--- config.mk ---
export PLATFORM = sky130hd
export DESIGN_NAME = ssp_prog
export DESIGN_NICKNAME = d
export VERILOG_FILES = /design/src/ssp_pkg.sv /design/src/ssp_sync.sv /design/src/ssp_prog.sv
export SDC_FILE = /design/constraint.sdc
export NUM_CORES = 1
export LEC_CHECK = 0
export ABC_AREA = 1
export BUFFER_PORTS_ARGS = -buffer_cell sky130_fd_sc_hd__buf_4
export CAP_MARGIN = 30
export CORE_MARGIN = 10
export CORE_UTILIZATION = 55
export DETAILED_ROUTE_END_ITERATION = 16
export GPL_TIMING_DRIVEN = 0
export PLACE_DENSITY = 0.83
export SLEW_MARGIN = 0
export SYNTH_ARGS = -nofsm -noshare
export SYNTH_HDL_FRONTEND = slang
export SYNTH_HIERARCHICAL = 1
export SYNTH_SLANG_ARGS = --single-unit
--- constraint.sdc ---
create_clock -name i_clk -period 2 [get_ports i_clk]
set_input_delay 0.2 -clock i_clk [delete_from_list [all_inputs] [get_ports i_clk]]
set_output_delay 0.2 -clock i_clk [all_outputs]
set_load 0.005 [all_outputs]
--- src/ssp_pkg.sv ---
// Constants for the synthesizer serial programming receiver
package ssp_pkg;
  localparam int unsigned SSP_SHIFT_W   = 32;
  localparam logic [5:0]  SSP_LEN_SHORT = 6'h18;
  localparam logic [5:0]  SSP_LEN_LONG  = 6'h20;
  localparam logic [5:0]  SSP_CNT_RST   = 6'h00;
  localparam int unsigned SSP_SYNC_W    = 5;
  localparam int unsigned SSP_SYNC_STRB = 0;
  localparam int unsigned SSP_SYNC_DATA = 1;
  localparam int unsigned SSP_SYNC_SCLK = 2;
  localparam int unsigned SSP_SYNC_RXC  = 3;
  localparam int unsigned SSP_SYNC_LOCK = 4;
  localparam logic [3:0]  SSP_ADDR_REF  = 4'h3;
  localparam logic [3:0]  SSP_ADDR_C    = 4'h5;
  localparam logic [3:0]  SSP_ADDR_PUMP = 4'h7;
  localparam int unsigned SSP_DIVSEL_BIT = 0;
  localparam int unsigned SSP_NR_LSB    = 12;
  localparam int unsigned SSP_FRACTION_MODULUS_LSB  = 8;
  localparam int unsigned SSP_LONG_BIT  = 7;
  localparam int unsigned SSP_CN_LSB    = 16;
  localparam int unsigned SSP_CK_LSB    = 12;
  localparam int unsigned SSP_CL_LSB    = 8;
  localparam int unsigned SSP_PR_LSB    = 6;
  localparam int unsigned SSP_NF_LSB    = 4;
  localparam int unsigned SSP_NM2_LSB   = 7;
  localparam int unsigned SSP_NM1_LSB   = 14;
  localparam int unsigned SSP_XCN_LSB   = 24;
  localparam logic [11:0] SSP_NR_RST    = 12'h000;
  localparam logic [3:0]  SSP_FRACTION_MODULUS_RST  = 4'h0;
  localparam logic [7:0]  SSP_CN_RST    = 8'h00;
  localparam logic [3:0]  SSP_ACC_RST   = 4'h0;
  localparam logic [1:0]  SSP_PR_RST    = 2'h0;
  localparam logic [2:0]  SSP_NF_RST    = 3'h0;
  localparam logic [9:0]  SSP_NM1_RST   = 10'h000;
  localparam logic [6:0]  SSP_NM2_RST   = 7'h00;
  localparam logic [23:0] SSP_WORD_RST  = 24'h000000;
endpackage : ssp_pkg

--- src/ssp_sync.sv ---
// Two-flop synchronisers for the programming pins
`timescale 1ns/1ps
module ssp_sync #(
  parameter int unsigned W = 1
) (
  input  wire logic         i_clk,
  input  wire logic         i_rst_n,
  input  wire logic [W-1:0] i_async,
  output logic      [W-1:0] o_sync
);
  logic [W-1:0] meta_r;
  logic [W-1:0] sync_r;

  genvar g;
  generate
    for (g = 0; g < W; g++)
    begin : g_bit
      always_ff @(posedge i_clk or negedge i_rst_n)
      begin
        if (!i_rst_n)
        begin
          meta_r[g] <= 1'b0;
          sync_r[g] <= 1'b0;
        end
        else
        begin
          meta_r[g] <= i_async[g];
          sync_r[g] <= meta_r[g];
        end
      end
    end
  endgenerate

  assign o_sync = sync_r;
endmodule : ssp_sync

--- src/ssp_prog.sv ---
// Synthesizer serial programming receiver with temporary and working registers
`timescale 1ns/1ps
module ssp_prog (
  input  wire logic        i_clk,
  input  wire logic        i_rst_n,
  input  wire logic        i_latch_strobe,
  input  wire logic        i_serial_program_line,
  input  wire logic        i_shift_clock,
  input  wire logic        i_rx_control_line,
  input  wire logic        i_loop_locked,
  output logic             o_lock_ind,
  output logic             o_rx_active,
  output logic             o_speedup,
  output logic             o_word_err,
  output logic [11:0]      o_reference_divisor,
  output logic [3:0]       o_fraction_modulus,
  output logic             o_long_flag,
  output logic [7:0]       o_charge_pump_factor,
  output logic [3:0]       o_accel_factor_one,
  output logic [3:0]       o_accel_factor_two,
  output logic [1:0]       o_divider_modulus_type,
  output logic [2:0]       o_fraction_increment,
  output logic [9:0]       o_low_modulus_cycles,
  output logic [6:0]       o_high_modulus_cycles
);
  import ssp_pkg::*;

  logic [SSP_SYNC_W-1:0] pins_async;
  logic [SSP_SYNC_W-1:0] pins_s;

  assign pins_async[SSP_SYNC_STRB] = i_latch_strobe;
  assign pins_async[SSP_SYNC_DATA] = i_serial_program_line;
  assign pins_async[SSP_SYNC_SCLK] = i_shift_clock;
  assign pins_async[SSP_SYNC_RXC]  = i_rx_control_line;
  assign pins_async[SSP_SYNC_LOCK] = i_loop_locked;

  // Three programming lines plus status pins
  ssp_sync #(.W(SSP_SYNC_W)) u_sync (
    .i_clk   (i_clk),
    .i_rst_n (i_rst_n),
    .i_async (pins_async),
    .o_sync  (pins_s)
  );

  // Registered state
  logic                   sclk_d_r, strb_d_r;
  logic [SSP_SHIFT_W-1:0] shift_r, shift_nxt;
  logic [5:0]             cnt_r, cnt_nxt;
  logic [23:0]            ref_tmp_r, ref_tmp_nxt;
  logic [23:0]            pump_tmp_r, pump_tmp_nxt;
  logic [23:0]            ref_wk_r, ref_wk_nxt;
  logic [23:0]            pump_wk_r, pump_wk_nxt;
  logic [23:0]            div_wk_r, div_wk_nxt;
  logic [7:0]             xcn_wk_r, xcn_wk_nxt;
  logic                   unlock_r, unlock_nxt;
  logic                   lock_r, lock_nxt;
  logic                   rx_r, rx_nxt;
  logic                   spd_r, spd_nxt;
  logic                   err_r, err_nxt;

  logic sclk_rise, strb_rise;

  assign sclk_rise = pins_s[SSP_SYNC_SCLK] & ~sclk_d_r;
  assign strb_rise = pins_s[SSP_SYNC_STRB] & ~strb_d_r;

  // Address field of a 24-bit word held in the low bits of the shifter
  function automatic logic [3:0] word_addr(input logic [SSP_SHIFT_W-1:0] w);
    word_addr = w[3:0];
  endfunction : word_addr

  always_comb
  begin
    shift_nxt    = shift_r;
    cnt_nxt      = cnt_r;
    ref_tmp_nxt  = ref_tmp_r;
    pump_tmp_nxt = pump_tmp_r;
    ref_wk_nxt   = ref_wk_r;
    pump_wk_nxt  = pump_wk_r;
    div_wk_nxt   = div_wk_r;
    xcn_wk_nxt   = xcn_wk_r;
    unlock_nxt   = unlock_r;
    err_nxt      = err_r;
    spd_nxt      = spd_r;
    // Unlock hold ends once the detector has seen the loss of lock; a new load below wins
    if (unlock_r && !pins_s[SSP_SYNC_LOCK])
    begin
      unlock_nxt = 1'b0;
    end
    if (sclk_rise && cnt_r != SSP_LEN_LONG)
    begin
      // Shift in one bit per rising clock edge until 32 bits are counted, MSB first
      shift_nxt = {shift_r[SSP_SHIFT_W-2:0], pins_s[SSP_SYNC_DATA]};
      cnt_nxt   = cnt_r + 6'h01;
    end
    if (strb_rise)
    begin
      // Latch the word on the strobe's rising edge
      cnt_nxt = SSP_CNT_RST;
      err_nxt = 1'b0;
      if (cnt_r == SSP_LEN_SHORT && !shift_r[SSP_DIVSEL_BIT])
      begin
        // Short divider word loads all working registers at once
        ref_wk_nxt  = ref_tmp_r;
        pump_wk_nxt = pump_tmp_r;
        div_wk_nxt  = shift_r[23:0];
        xcn_wk_nxt  = pump_tmp_r[SSP_CN_LSB +: 8];
        unlock_nxt  = 1'b1;
        spd_nxt     = 1'b1;
      end
      else if (cnt_r == SSP_LEN_LONG && ref_tmp_r[SSP_LONG_BIT]
               && !shift_r[SSP_DIVSEL_BIT])
      begin
        // Extended divider word carries its own pump factor
        ref_wk_nxt  = ref_tmp_r;
        pump_wk_nxt = pump_tmp_r;
        div_wk_nxt  = shift_r[23:0];
        xcn_wk_nxt  = shift_r[SSP_XCN_LSB +: 8];
        unlock_nxt  = 1'b1;
        spd_nxt     = 1'b1;
      end
      else if (cnt_r == SSP_LEN_SHORT)
      begin
        // Addressed temporary words
        case (word_addr(shift_r))
          SSP_ADDR_REF:  ref_tmp_nxt  = shift_r[23:0];
          SSP_ADDR_PUMP: pump_tmp_nxt = shift_r[23:0];
          SSP_ADDR_C:    err_nxt      = 1'b0;  // Accepted, drives nothing
          default:       err_nxt      = 1'b1;
        endcase
      end
      else
      begin
        err_nxt = 1'b1;
      end
    end
    // Speedup lasts while the strobe stays high after a divider load
    if (!pins_s[SSP_SYNC_STRB])
    begin
      spd_nxt = 1'b0;
    end
    lock_nxt = pins_s[SSP_SYNC_LOCK] & ~unlock_r & ~unlock_nxt;
    rx_nxt   = pins_s[SSP_SYNC_RXC];
  end

  always_ff @(posedge i_clk or negedge i_rst_n)
  begin
    if (!i_rst_n)
    begin
      sclk_d_r   <= 1'b0;
      strb_d_r   <= 1'b0;
      shift_r    <= '0;
      cnt_r      <= SSP_CNT_RST;
      ref_tmp_r  <= SSP_WORD_RST;
      pump_tmp_r <= SSP_WORD_RST;
      ref_wk_r   <= SSP_WORD_RST;
      pump_wk_r  <= SSP_WORD_RST;
      div_wk_r   <= SSP_WORD_RST;
      xcn_wk_r   <= SSP_CN_RST;
      unlock_r   <= 1'b0;
      lock_r     <= 1'b0;
      rx_r       <= 1'b0;
      spd_r      <= 1'b0;
      err_r      <= 1'b0;
    end
    else
    begin
      sclk_d_r   <= pins_s[SSP_SYNC_SCLK];
      strb_d_r   <= pins_s[SSP_SYNC_STRB];
      shift_r    <= shift_nxt;
      cnt_r      <= cnt_nxt;
      ref_tmp_r  <= ref_tmp_nxt;
      pump_tmp_r <= pump_tmp_nxt;
      ref_wk_r   <= ref_wk_nxt;
      pump_wk_r  <= pump_wk_nxt;
      div_wk_r   <= div_wk_nxt;
      xcn_wk_r   <= xcn_wk_nxt;
      unlock_r   <= unlock_nxt;
      lock_r     <= lock_nxt;
      rx_r       <= rx_nxt;
      spd_r      <= spd_nxt;
      err_r      <= err_nxt;
    end
  end

  // Status outputs from their flag registers, field outputs straight from working registers
  assign o_lock_ind             = lock_r;
  assign o_rx_active            = rx_r;
  assign o_speedup              = spd_r;
  assign o_word_err             = err_r;
  assign o_reference_divisor    = ref_wk_r[SSP_NR_LSB +: 12];
  assign o_fraction_modulus     = ref_wk_r[SSP_FRACTION_MODULUS_LSB +: 4];
  assign o_long_flag            = ref_wk_r[SSP_LONG_BIT];
  assign o_charge_pump_factor   = xcn_wk_r;
  assign o_accel_factor_one     = pump_wk_r[SSP_CK_LSB +: 4];
  assign o_accel_factor_two     = pump_wk_r[SSP_CL_LSB +: 4];
  assign o_divider_modulus_type = pump_wk_r[SSP_PR_LSB +: 2];
  assign o_fraction_increment   = div_wk_r[SSP_NF_LSB +: 3];
  assign o_low_modulus_cycles   = div_wk_r[SSP_NM1_LSB +: 10];
  assign o_high_modulus_cycles  = div_wk_r[SSP_NM2_LSB +: 7];
endmodule : ssp_prog

## Yosys cells after proc, flatten, opt, wreduce, memory -nomap -nowiden

Index checks and enable logic that the tools add are counted.

- Add/sub/neg operators: 1
- Bitwise logic cells: 10
- Reductions and logical operators: 14
- Multiplexer cells: 22
- Equal/unequal tests: 8

Operator list:

| operator | count |
|---|---|
| two-way mux 24 bit | 4 |
| two-way mux 16 bit | 2 |
| two-way mux 8 bit | 2 |
| two-way mux 1 bit | 12 |
| two-way mux 6 bit | 2 |
| AND reduction 5 bit | 2 |
| == test 4 x 3 -> 1 bit (second input constant) | 2 |
| adder 6 x 1 -> 6 bit (second input constant) | 1 |
| == test 6 x 5 -> 1 bit (second input constant) | 1 |
| == test 6 bit (second input constant) | 1 |
| inequality test 6 bit (second input constant) | 1 |
| inverter 1 bit | 6 |
| logical AND 1 bit | 5 |
| AND 1 bit | 4 |
| == test 4 x 2 -> 1 bit (second input constant) | 1 |
| AND reduction 2 bit | 2 |
| nonzero test 2 bit | 2 |
| inequality test 3 bit (second input constant) | 1 |
| OR reduction 3 bit | 1 |
| logical NOT 1 bit | 2 |
| inequality test 2 bit (second input constant) | 1 |

- Bits in registers: 175
- Word-level logic and storage cells: 80
- Output and inout port bits: 59

## Depth between registers and ports, before layout

Gate-level depths: netlist (run 1).

- Word-level depth: 8
- Depth in mapped cells: 11
- Gate-level depth less buffers: 9

## Cells and area by module

The synthesis (run 1) kept the hierarchy.

By module, submodules not included:

| module | times used | cells an instance | area an instance (um^2) |
|---|---|---|---|
| ssp_prog | 1 | 628 | 5,555.3 |
| ssp_sync | 1 | 10 | 250.2 |

## Worst setup path before layout (run 1)

Ideal clock, no wire load.

- Path type: reg-to-reg
- Start: register cnt_r[0]
- End: register pump_tmp_r[11]
- Stages on the path, launching flop included: 10
- Path buffers: 2
- Data required time: 1.876 ns
- Setup time: 0.124 ns
- Arrival time: 1.552 ns
- Path slack: 0.324 ns
- Path through: dfrtp_1 inv_1 ha_1 nand3_1 nor2_2 buf_6 nand3_4 clkbuf_2 o21ai_0 nand2_1

- Longest elaborated chain between the ends: 5
- Elaborated cells between the ends (all ways): 8
- Classes of those cells: eq/ne: 2; bitwise: 2; reduce/logical: 4

RTL lines:

| item | RTL line | RTL |
|---|---|---|
| from (decl) | ssp_prog.sv:48 | `logic [5:0] cnt_r, cnt_nxt;` |
| from (signal assigned) | ssp_prog.sv:170 | `cnt_r <= cnt_nxt;` |
| == test 6 bit | ssp_prog.sv:110 | `else if (cnt_r == SSP_LEN_LONG && ref_tmp_r[SSP_LONG_BIT]` |
| logical AND 1 bit | ssp_prog.sv:110 |  |
| logical AND 1 bit | ssp_prog.sv:111 | `&& !shift_r[SSP_DIVSEL_BIT])` |
| inverter 1 bit (no source line) | - |  |
| AND reduction 5 bit (no source line) * | - |  |
| to (signal assigned) | ssp_prog.sv:172 | `pump_tmp_r <= pump_tmp_nxt;` |
| to (decl) | ssp_prog.sv:50 | `logic [23:0] pump_tmp_r, pump_tmp_nxt;` |

Every way passes the cells marked *; elsewhere a longest branch is shown, timed or not.
A chain may end at the register's enable or synchronous reset.

## Final worst setup path (run 1)

- Start: register cnt_r[0]
- End: register pump_wk_r[9]

- Longest elaborated chain between the ends: 5
- Elaborated cells between the ends (all ways): 8
- Classes of those cells: eq/ne: 2; mux: 1; reduce/logical: 5

RTL lines:

| item | RTL line | RTL |
|---|---|---|
| == test 6 bit | ssp_prog.sv:110 |  |
| logical AND 1 bit | ssp_prog.sv:110 |  |
| logical AND 1 bit | ssp_prog.sv:111 |  |
| nonzero test 2 bit (no source line) | - |  |
| AND reduction 2 bit (no source line) | - |  |
| to (signal assigned) | ssp_prog.sv:174 | `pump_wk_r <= pump_wk_nxt;` |
| to (decl) | ssp_prog.sv:52 | `logic [23:0] pump_wk_r, pump_wk_nxt;` |

Parallel ways exist; a longest one is shown, timed or not.

==> flow_metrics.env, run 1 <==
export IMPL_dp_hpwl_mm=9.54
export IMPL_synth_top_area_cell="dfrtp_1"
export IMPL_timing_final_crit_share_pct=95.6
export IMPL_final_cell_mix="nand2_1 (301), dfrtp_1 (145), buf_4 (73)"
export IMPL_grt_use_total_pct=19.6
export IMPL_crit_arrival_ns=2.33
export IMPL_cts_sinks=145
export IMPL_antenna_found_initial=0
export IMPL_worstMarginPinSlew_ns=0.508
export IMPL_clkTransAtPathRegs_ns=0.06
export IMPL_place_congestion=0.861
export IMPL_timing_setup_tns_ns=0
export IMPL_syn_num_nets=647
export IMPL_clkLatencyLatePin_ns=0.53
export IMPL_fp_dieH_um=123
export IMPL_syn_area_mm2=0.00581
export IMPL_syn_avg_cell_area_um2=9.10
export IMPL_layout_nets=744
export IMPL_first_global_vias=4776
export IMPL_die_x_um=123
export IMPL_grt_max_degree=107
export IMPL_wl_met2_mm=7.00
export IMPL_synthDistinctLibCells=24
export IMPL_fin_total_pwr_mw=6.43
export IMPL_p_leak_nw=4.06
export IMPL_pwr_density_cell_mw_per_mm2=891
export IMPL_routedWlPerCell_um=16.1
export IMPL_end_kind="flip-flop"
export IMPL_final_antenna_net_count=0
export IMPL_critPathLaunchType="flip-flop"
export IMPL_dr_total_vias=4764
export IMPL_synth_top_area_share_pct=62.5
export IMPL_hold_class="in2async"
export IMPL_cp_max_fo=10
export IMPL_drv_slew=0
export IMPL_grt_overflow=0
export IMPL_slew_headroom_pct=66.1
export IMPL_outcome="finished clean"
export IMPL_num_rows=37
export IMPL_wl_met3_mm=1.07
export IMPL_synth_yosys_seq_area_share_pct=62.5
export IMPL_grt_pass1_wl_mm=23.1
export IMPL_ir_worst_vdd_mv=0.631
export IMPL_yosysWarnings=6
export IMPL_layout_min_cycle_time_ns=1.91
export IMPL_die_area_mm2=0.0151
export IMPL_layout_cells_non_filler=884
export IMPL_synth_area_leaders="dfrtp_1 (63%), nand2_1 (19%), nand3_1 (5.7%)"
export IMPL_wl_mm=14.2
export IMPL_hold_violations=0
export IMPL_numCtsBuffers=17
export IMPL_area_delta_synth_final_pct=24.3
export IMPL_yosys_register_bits=145
export IMPL_hold_slack_ns=0.133
export IMPL_dp_cells=840
export IMPL_cap_violations=0
export IMPL_critPathKind="reg2reg"
export IMPL_drive_gt1_share_pct=18.2
export IMPL_mostFrequentLayoutCell="nand2_1"
export IMPL_htreeDepth=4
export IMPL_portBuffers=65
export IMPL_cts_tree="done"
export IMPL_max_freq_ghz=0.523
export IMPL_clk_path_buf_depth=2
export IMPL_drt_iter0_markers=386
export IMPL_start_util_pct=56.2
export IMPL_design_core_area_mm2=0.0103
export IMPL_n_antenna_cell=0
export IMPL_fin_skew_ns=0.00797
export IMPL_m1WireLength_mm=5.77
export IMPL_highest_layer="met4"
export IMPL_vias_per_cell=5.39
export IMPL_drt_pass1_iterations=7
export IMPL_io_pins=66
export IMPL_netlist_instances=638
export IMPL_drc=0
export IMPL_setup_violations=0
export IMPL_clockRootBuffer="clkbuf_8"
export IMPL_required_ns=2.42
## power by group
group / internal (mW) / switching, mW / leakage [nW]
Clock: 1.79 / 1.24 / 0.281
Sequential: 3.02 / 0.116 / 1.98
Combinational: 0.0755 / 0.191 / 1.80
Total: 4.88 / 1.55 / 4.06
## worst max-delay path, cell delays in order, from the launching register on
cell	delay [ns]
dfrtp_1	0.43
inv_2	0.10
ha_1	0.17
nand3_1	0.13
nor2_4	0.15
nand2_4	0.10
nand2_1	0.13
nand2_1	0.11
buf_6	0.19
buf_6	0.14
nand2_1	0.07
nand2_1	0.06
## cell families (layout without fill, tap and decap cells)
family / count (synthesis) / after routing / share of synthesized area (%)
XOR/XNOR: 2 / 2 / 0.302
buffers and inverters: 51 / 160 / 4.66
flip-flops: 145 / 145 / 62.5
adder cells (fa/ha/maj): 2 / 2 / 0.431
AND/OR/NAND/NOR: 384 / 385 / 27.3
AO/OA/AOI/OAI: 54 / 54 / 4.81
## path summary, 6_finish.rpt
check                                 startpoint               end  slack (ns)  cells after the start
worst min-delay path                     i_rst_n      ref_wk_r[22]        0.13                      2
worst min register to register  u_sync/meta_r[2]  u_sync/o_sync[2]        0.35                      0
max in group asynchronous                i_rst_n       shift_r[19]        1.06                      3
worst max-delay path                    cnt_r[0]      pump_wk_r[9]        0.09                     11
worst max register to register          cnt_r[0]      pump_wk_r[9]        0.09                     11
min in group i_clk                i_latch_strobe  u_sync/meta_r[0]        0.31                      2
## Yosys cell counts
master / instances
buf_6: 7
clkbuf_1: 12
a21oi_2: 1
buf_4: 4
or2_2: 1
nor2_2: 2
o21ai_0: 36
clkbuf_2: 3
inv_2: 1
nor2_8: 2
ha_1: 2
xor2_1: 2
o21ai_1: 15
nand3_4: 1
dfrtp_1: 145
inv_1: 18
nand2_1: 301
nand4_1: 2
a21boi_1: 1
buf_2: 6
nor2_1: 8
nand3_1: 66
o211ai_1: 1
nand2_2: 1
## repair_timing
item	in CTS	in global routing
hold endpoints to repair	44	0
endpoints found under the setup margin	6	79
gates resized for setup	2	19
setup buffers	0	5
pin swaps	0	1
hold buffers	6	0
gates cloned	0	1
## cell type report
type                       instances  area, µm²
fill                             736       3110
multi-input combinational        443       1940
clock inverter                    14        153
inverter                          19       71.3
timing repair buffer              77        617
sequential                       145       3630
tap                              136        170
buffer                            32        219
clock buffer                      18        418
## state kept, by name, summed over array words and instances (netlist names)
name                  flops
cnt_r                     6
ref_tmp_r                17
pump_wk_r                10
strb_d_r                  1
ref_wk_r                 17
o_lock_ind                1
sclk_d_r                  1
u_sync/o_sync             5
unlock_r                  1
u_sync/meta_r             5
pump_tmp_r               18
o_word_err                1
o_charge_pump_factor      8
div_wk_r                 20
shift_r                  32
o_rx_active               1
o_speedup                 1
## stage by stage
step | instance area, µm² | util (%) | setup slack [ns]
after global routing | 7220 | 69.9 | -0.0334
after floorplan | 5810 | - | 0.324
after global placement | 6460 | 62.6 | 0.0974
after CTS | 7130 | 69.1 | -0.00338
after detailed placement | 6490 | 62.9 | 0.0152
final | 7220 | 69.9 | 0.0884
## metal layers
layer | vias to the layer above | track usage (%)
met2 | 179 | 31.7
met1 | 2320 | 23.5
li1 | 2229 | -
met4 | 0 | 9.72
met5 | - | 0
met3 | 36 | 5.60
Note: power is estimated with default switching activity, not from simulation.
==> run 2: changes to the inputs <==
--- a/config.mk
+++ b/config.mk
@@ -9,10 +9,10 @@
 export BUFFER_PORTS_ARGS = -buffer_cell sky130_fd_sc_hd__buf_4
 export CAP_MARGIN = 30
 export CORE_MARGIN = 10
-export CORE_UTILIZATION = 55
+export CORE_UTILIZATION = 50
 export DETAILED_ROUTE_END_ITERATION = 16
 export GPL_TIMING_DRIVEN = 0
-export PLACE_DENSITY = 0.83
+export PLACE_DENSITY = 0.77
 export SLEW_MARGIN = 0
 export SYNTH_ARGS = -nofsm -noshare
 export SYNTH_HDL_FRONTEND = slang
==> run 2 against run 1 <==
Compared with the run above:
- sequential power barely moved
- die area up 8.3%
- global-route usage is 1.8 points lower
- register-to-register slack worse by 0.03 ns
- sequential share of layout area fell by 1.3 points
- non-clock buffer count increased by 11
- utilization shrank 4.7 points
- largest cell class unchanged
- first-iteration DRC count is 28% higher
- clock power is 6.9% higher
- highest routed layer unchanged
==> flow_metrics.env, run 2 (same netlist as run 1, synthesis figures left out) <==
export IMPL_drv_slew=0
export IMPL_numCtsBuffers=17
export IMPL_drt_iter0_markers=495
export IMPL_ir_worst_vdd_mv=0.606
export IMPL_drc=0
export IMPL_p_leak_nw=4.17
export IMPL_cp_max_fo=7
export IMPL_cp_num_buf_inv=4
export IMPL_largest_register="shift_r"
export IMPL_drt_pass1_iterations=5
export IMPL_fp_dieH_um=128
export IMPL_clkTransAtPathRegs_ns=0.06
export IMPL_fillers=895
export IMPL_grt_use_total_pct=17.8
export IMPL_hold_slack_ns=0.346
export IMPL_hold_violations=0
export IMPL_area_delta_synth_final_pct=27.7
export IMPL_n_antenna_cell=0
export IMPL_final_cell_mix="nand2_1 (299), dfrtp_1 (144), buf_4 (77)"
export IMPL_top_regs="shift_r x32, div_wk_r x20, pump_tmp_r x18"
export IMPL_crit_chain="inv_2 > ha_1 > nand3_1 > nor2_4 > buf_6 > nand3_4 > buf_12 > clkbuf_16 > o21ai_0 > nand2_1"
export IMPL_wl_mm=14.7
export IMPL_pwr_density_cell_mw_per_mm2=896
export IMPL_cp_depth=10
export IMPL_first_global_vias=4693
export IMPL_crit_family="buffers and inverters"
export IMPL_hold_depth=0
export IMPL_clk_path_buf_depth=2
export IMPL_place_congestion=0.861
export IMPL_io_pins=66
export IMPL_clockRootBuffer="clkbuf_16"
export IMPL_slowest_delay_ns=0.44
export IMPL_cap_violations=0
export IMPL_cts_sinks=145
export IMPL_die_area_mm2=0.0163
export IMPL_reg2reg_from="cnt_r[0]"
export IMPL_slew_headroom_pct=56.9
export IMPL_crit_slowest_cell="dfrtp_2"
export IMPL_grt_pass1_wl_mm=23.3
export IMPL_start_util_pct=51.1
export IMPL_hold_path_end="u_sync/o_sync[2]"
export IMPL_layout_min_cycle_time_ns=1.94
export IMPL_multi_input_area_mm2=0.00193
export IMPL_num_rows=39
export IMPL_htreeDepth=4
export IMPL_design_core_area_mm2=0.0114
export IMPL_routedWlPerCell_um=16.4
export IMPL_portBuffers=65
export IMPL_min_delay_start="u_sync/meta_r[2]"
export IMPL_mostFrequentLayoutCell="nand2_1"
export IMPL_worstMarginPinSlew_ns=0.645
export IMPL_final_antenna_net_count=0
export IMPL_critPathLaunchType="flip-flop"
export IMPL_r2r_end="pump_tmp_r[11]"
export IMPL_largest_reg_flops=32
export IMPL_clkLatencyLatePin_ns=0.42
export IMPL_outcome="finished clean"
export IMPL_vias_per_cell=5.33
export IMPL_r2r_slack_ns=0.06
export IMPL_timing_setup_tns_ns=0
export IMPL_required_ns=2.30
export IMPL_hold_class="reg2reg"
export IMPL_die_x_um=128
export IMPL_regArea_mm2=0.00363
export IMPL_critPathKind="reg2reg"
export IMPL_reg2regPathDepth=10
export IMPL_dp_hpwl_mm=9.52
export IMPL_final_util_pct=65.2
export IMPL_drive_gt1_share_pct=19.3
export IMPL_layout_nets=754
export IMPL_crit_arrival_ns=2.23
export IMPL_fin_skew_ns=0.00504
export IMPL_end_kind="flip-flop"
export IMPL_setup_violations=0
export IMPL_grt_overflow=0
export IMPL_antenna_found_initial=0
export IMPL_timing_final_crit_share_pct=96.8
export IMPL_cts_tree="done"
export IMPL_dr_total_vias=4803
export IMPL_grt_max_degree=81
export IMPL_max_freq_ghz=0.516
## run 2: cell count changes in the layout (fill, tap and decap cells not counted), sizes merged
cell / change
buf: +9
clkbuf: +13
clkinv: -5
clkinvlp: -1
inv: -5
nand3: -1
## run 2: what timing repair did
action	CTS	global route
endpoints found under the hold margin	70	0
gates resized for setup	8	25
endpoints found under the setup margin	48	117
pin swaps	0	3
hold buffers	6	0
buffers inserted	2	10
cloned	0	4
## run 2: per-layer routing
layer | wire (µm) | GRT usage [%]
met1 | 6040 | 22.1
met4 | 359 | 8.08
met5 | 0 | 0
met3 | 1050 | 5.17
met2 | 7300 | 28.1
## run 2: worst max path at each step
| stage | startpoint | endpoint | slack (ns) |
|---|---|---|---|
| 4_1_cts | cnt_r[0] | ref_tmp_r[7] | 0.005 |
| 6_report | cnt_r[0] | pump_tmp_r[11] | 0.06 |
| 5_1_grt | cnt_r[0] | ref_tmp_r[11] | -0.01 |
| 3_5_place_dp | cnt_r[0] | ref_tmp_r[7] | -0.0005 |
| 2_1_floorplan | cnt_r[0] | pump_tmp_r[11] | 0.32 |
| 3_3_place_gp | cnt_r[0] | div_wk_r[16] | 0.08 |
## run 2: worst register-to-register path, cell delays in order (launching register included)
cell and delay [ns]:
dfrtp_2 0.44, inv_2 0.09, ha_1 0.17, nand3_1 0.12, nor2_4 0.16, buf_6 0.13
nand3_4 0.08, buf_12 0.17, clkbuf_16 0.15, o21ai_0 0.21, nand2_1 0.09
## run 2: where the power goes
part           total (mW)  switching (mW)  internal (mW)
Clock                3.24            1.14           2.10
Combinational       0.276           0.200         0.0760
Sequential           3.12           0.102           3.02
## run 2: area by class of cell
type	instances	share of cell area, %
plain buffers	32	3.14
clock buffers	29	7.43
clock inverters	3	0.878
inverters	19	0.962
multi-input cells	442	26.1
flip-flops and latches	145	49.0
well taps	143	2.41
repair buffers	88	10.1
## run 2: per-stage QoR
stage	instances	area (µm²)	worst slack, ns	total power, mW
CTS	887	7220	0.00531	6.66
detailed placement	847	6500	-0.000498	3.43
floorplan	638	5810	0.324	3.27
global route	901	7410	-0.0132	6.86
global placement	846	6470	0.0782	3.40
finish	901	7410	0.0632	6.64
==> run 3: changes to the inputs <==
--- a/config.mk
+++ b/config.mk
@@ -16,5 +16,4 @@
 export SLEW_MARGIN = 0
 export SYNTH_ARGS = -nofsm -noshare
 export SYNTH_HDL_FRONTEND = slang
-export SYNTH_HIERARCHICAL = 1
 export SYNTH_SLANG_ARGS = --single-unit
==> run 3 against run 2 <==
Compared with the run above:
- via count is 2.1% lower
- non-clock buffer count is 2 lower
- combinational power hardly changed
- register-to-register slack hardly changed
- flip-flop and latch count stayed put
- first-iteration DRC count is 29% lower
- synthesized area is 0.22% lower
- largest cell class unchanged
- highest routed layer unchanged
==> flow_metrics.env, run 3 <==
export IMPL_synth_most_common_cell="nand2_1"
export IMPL_synth_yosys_seq_area_share_pct=62.6
export IMPL_synth_top_area_share_pct=62.6
export IMPL_die_x_um=128
export IMPL_yosys_register_bits=145
export IMPL_area_delta_synth_final_pct=25.8
export IMPL_place_area_mm2=0.00649
export IMPL_grt_pass1_wl_mm=23.2
export IMPL_drt_iter0_markers=353
export IMPL_num_rows=39
export IMPL_hold_slack_ns=0.278
export IMPL_critPathKind="reg2reg"
export IMPL_slowest_delay_ns=0.43
export IMPL_synthTopCellsByCount="nand2_1 (288), dfrtp_1 (145), nand3_1 (74)"
export IMPL_crit_slowest_cell="nor2_2"
export IMPL_layout_min_cycle_time_ns=1.92
export IMPL_clk_path_buf_depth=2
export IMPL_mostFrequentLayoutCell="nand2_1"
export IMPL_hold_violations=0
export IMPL_grt_overflow=0
export IMPL_hold_class="in2async"
export IMPL_critPathLaunchType="flip-flop"
export IMPL_power_internal_mw=4.99
export IMPL_htreeDepth=4
export IMPL_final_cell_mix="nand2_1 (287), dfrtp_1 (144), buf_4 (82)"
export IMPL_max_freq_ghz=0.520
export IMPL_clockRootBuffer="clkbuf_16"
export IMPL_async_flop_share_pct=100
export IMPL_routedWlPerCell_um=15.8
export IMPL_end_kind="flip-flop"
export IMPL_layout_nets=751
export IMPL_top_regs="shift_r x32, div_wk_r x20, pump_tmp_r x18"
export IMPL_wl_mm=14.2
export IMPL_pwr_density_cell_mw_per_mm2=903
export IMPL_netlist_instances=638
export IMPL_fp_dieH_um=128
export IMPL_required_ns=2.36
export IMPL_start_util_pct=51.0
export IMPL_numCtsBuffers=17
export IMPL_vias_per_cell=5.23
export IMPL_pwr_share_clk_pct=48.1
export IMPL_cp_depth=6
export IMPL_fillers=951
export IMPL_synth_top_area_cell="dfrtp_1"
export IMPL_synth_top_flop_cell="dfrtp_1"
export IMPL_reg2regPathDepth=6
export IMPL_portBuffers=65
export IMPL_syn_avg_cell_area_um2=9.08
export IMPL_synthDistinctLibCells=23
export IMPL_outcome="finished clean"
export IMPL_drive_gt1_share_pct=18.9
export IMPL_ir_worst_vdd_mv=0.409
export IMPL_drv_slew=0
export IMPL_cp_num_buf_inv=3
export IMPL_seq_power_share_pct=47.7
export IMPL_p_sw_mw=1.59
export IMPL_comb_power_share_pct=4.2
export IMPL_io_pins=66
export IMPL_drc=0
export IMPL_synth_edf_count=0
export IMPL_crit_arrival_ns=2.29
export IMPL_largest_reg_flops=32
export IMPL_netSwitchingFraction_pct=24.1
export IMPL_timing_setup_tns_ns=0
export IMPL_cp_max_fo=10
export IMPL_dp_hpwl_mm=9.79
export IMPL_fin_skew_ns=0.00802
export IMPL_drt_pass1_iterations=5
export IMPL_clkLatencyLatePin_ns=0.43
export IMPL_timing_final_crit_share_pct=96.2
export IMPL_reg2reg_from="u_sync.o_sync[0]"
export IMPL_worstMarginPinSlew_ns=0.557
export IMPL_n_antenna_cell=0
export IMPL_slew_headroom_pct=62.8
export IMPL_cts_sinks=145
export IMPL_largest_register="shift_r"
export IMPL_p_leak_nw=4.10
export IMPL_dr_total_vias=4700
export IMPL_crit_chain="inv_1 > nor2_2 > buf_2 > buf_1 > nand3_1 > nand2_1"
export IMPL_cts_tree="done"
export IMPL_die_area_mm2=0.0163
export IMPL_antenna_found_initial=0
export IMPL_design_core_area_mm2=0.0114
export IMPL_clkTransAtPathRegs_ns=0.06
export IMPL_yosysWarnings=0
export IMPL_first_global_vias=4582
export IMPL_place_congestion=0.852
export IMPL_cap_violations=0
export IMPL_grt_max_degree=98
export IMPL_syn_num_nets=647
export IMPL_stdcell_area_mm2=0.00729
export IMPL_grt_use_total_pct=17.6
export IMPL_setup_violations=0
export IMPL_final_antenna_net_count=0
export IMPL_synth_area_leaders="dfrtp_1 (63%), nand2_1 (19%), nand3_1 (6.4%)"
export IMPL_syn_area_mm2=0.00579
export IMPL_crit_family="buffers and inverters"
export IMPL_crit_start="u_sync.o_sync[0]"
run 3: cell count changes after synthesis, sizes merged:
cell    before  now
a21boi       1    0
buf         17   18
clkbuf      15   16
inv         19   22
nand2      302  290
nand3       67   75
nand4        2    5
nor2        12    9
o21ai       51   52
xor2         2    1
run 3: path summary, 6_finish.rpt:
check / endpoint / slack [ns]
setup / recovery: div_wk_r[16] / 0.08
hold / removal: u_sync.o_sync[3] / 0.28
setup reg to reg: div_wk_r[16] / 0.08
hold reg to reg: u_sync.o_sync[0] / 0.35
max in group asynchronous: ref_wk_r[23] / 0.93
min in group i_clk: u_sync.o_sync[0] / 0.35
run 3: timing repair:
item                                   CTS  global route
cloned                                   0             1
hold buffers                             6             0
setup endpoints to repair               20            93
endpoints found under the hold margin   53             0
buffers inserted                         0            12
gates resized for setup                  6            17
pin swaps                                0             2
run 3: power groups by stage:
stage / sequential (mW) / combinational [mW] / clock [mW]
final: 3.14 / 0.276 / 3.16
after global routing: 3.15 / 0.320 / 3.32
after CTS: 3.13 / 0.268 / 3.19
after detailed placement: 3.18 / 0.255 / 0
after global placement: 3.18 / 0.236 / 0
after floorplan: 3.14 / 0.139 / 0
run 3: layer usage:
metal  global-route usage [%]  vias to the layer above  share of wire, %
li1                         -                     2264                 -
met1                     22.3                     2291                43
met2                     27.2                      125                48
met3                     5.87                       20               6.8
met4                     7.42                        0               1.6
met5                        0                        -                 0
run 3: logic make-up (layout without fill, tap and decap cells):
group	Yosys count	after routing	synth area share (%)
compound gates	54	54	4.71
xor+xnor	1	1	0.151
fa+ha+maj	2	2	0.432
buf+inv	56	172	4.62
flops	145	145	62.6
simple gates	380	381	27.5
run 3: cell type report:
| type | instances | area, µm² | area share [%] |
|---|---|---|---|
| flip-flops and latches | 145 | 3630 | 49.8 |
| multi-input cells | 438 | 1920 | 26.3 |
| repair buffers | 84 | 669 | 9.19 |
| clock buffers | 19 | 443 | 6.08 |
| plain buffers | 34 | 214 | 2.94 |
| well taps | 143 | 179 | 2.46 |
| clock inverters | 13 | 150 | 2.06 |
| inverters | 22 | 82.6 | 1.13 |
run 3: through the flow:
stage / power (mW) / cells / setup WS (ns) / util [%]
6_report: 6.58 / 898 / 0.0762 / 64.1
5_1_grt: 6.78 / 898 / -0.0532 / 64.1
4_1_cts: 6.58 / 885 / -0.00229 / 63.0
3_5_place_dp: 3.44 / 847 / -0.0559 / 57.1
3_3_place_gp: 3.41 / 846 / 0.0599 / 56.8
2_1_floorplan: 3.27 / 638 / 0.316 / -
run 3: worst register-to-register path: stages (launching register included):
cell	delay [ns]
dfrtp_1	0.36
inv_1	0.06
nor2_2	0.43
buf_2	0.34
buf_1	0.40
nand3_1	0.17
nand2_1	0.10
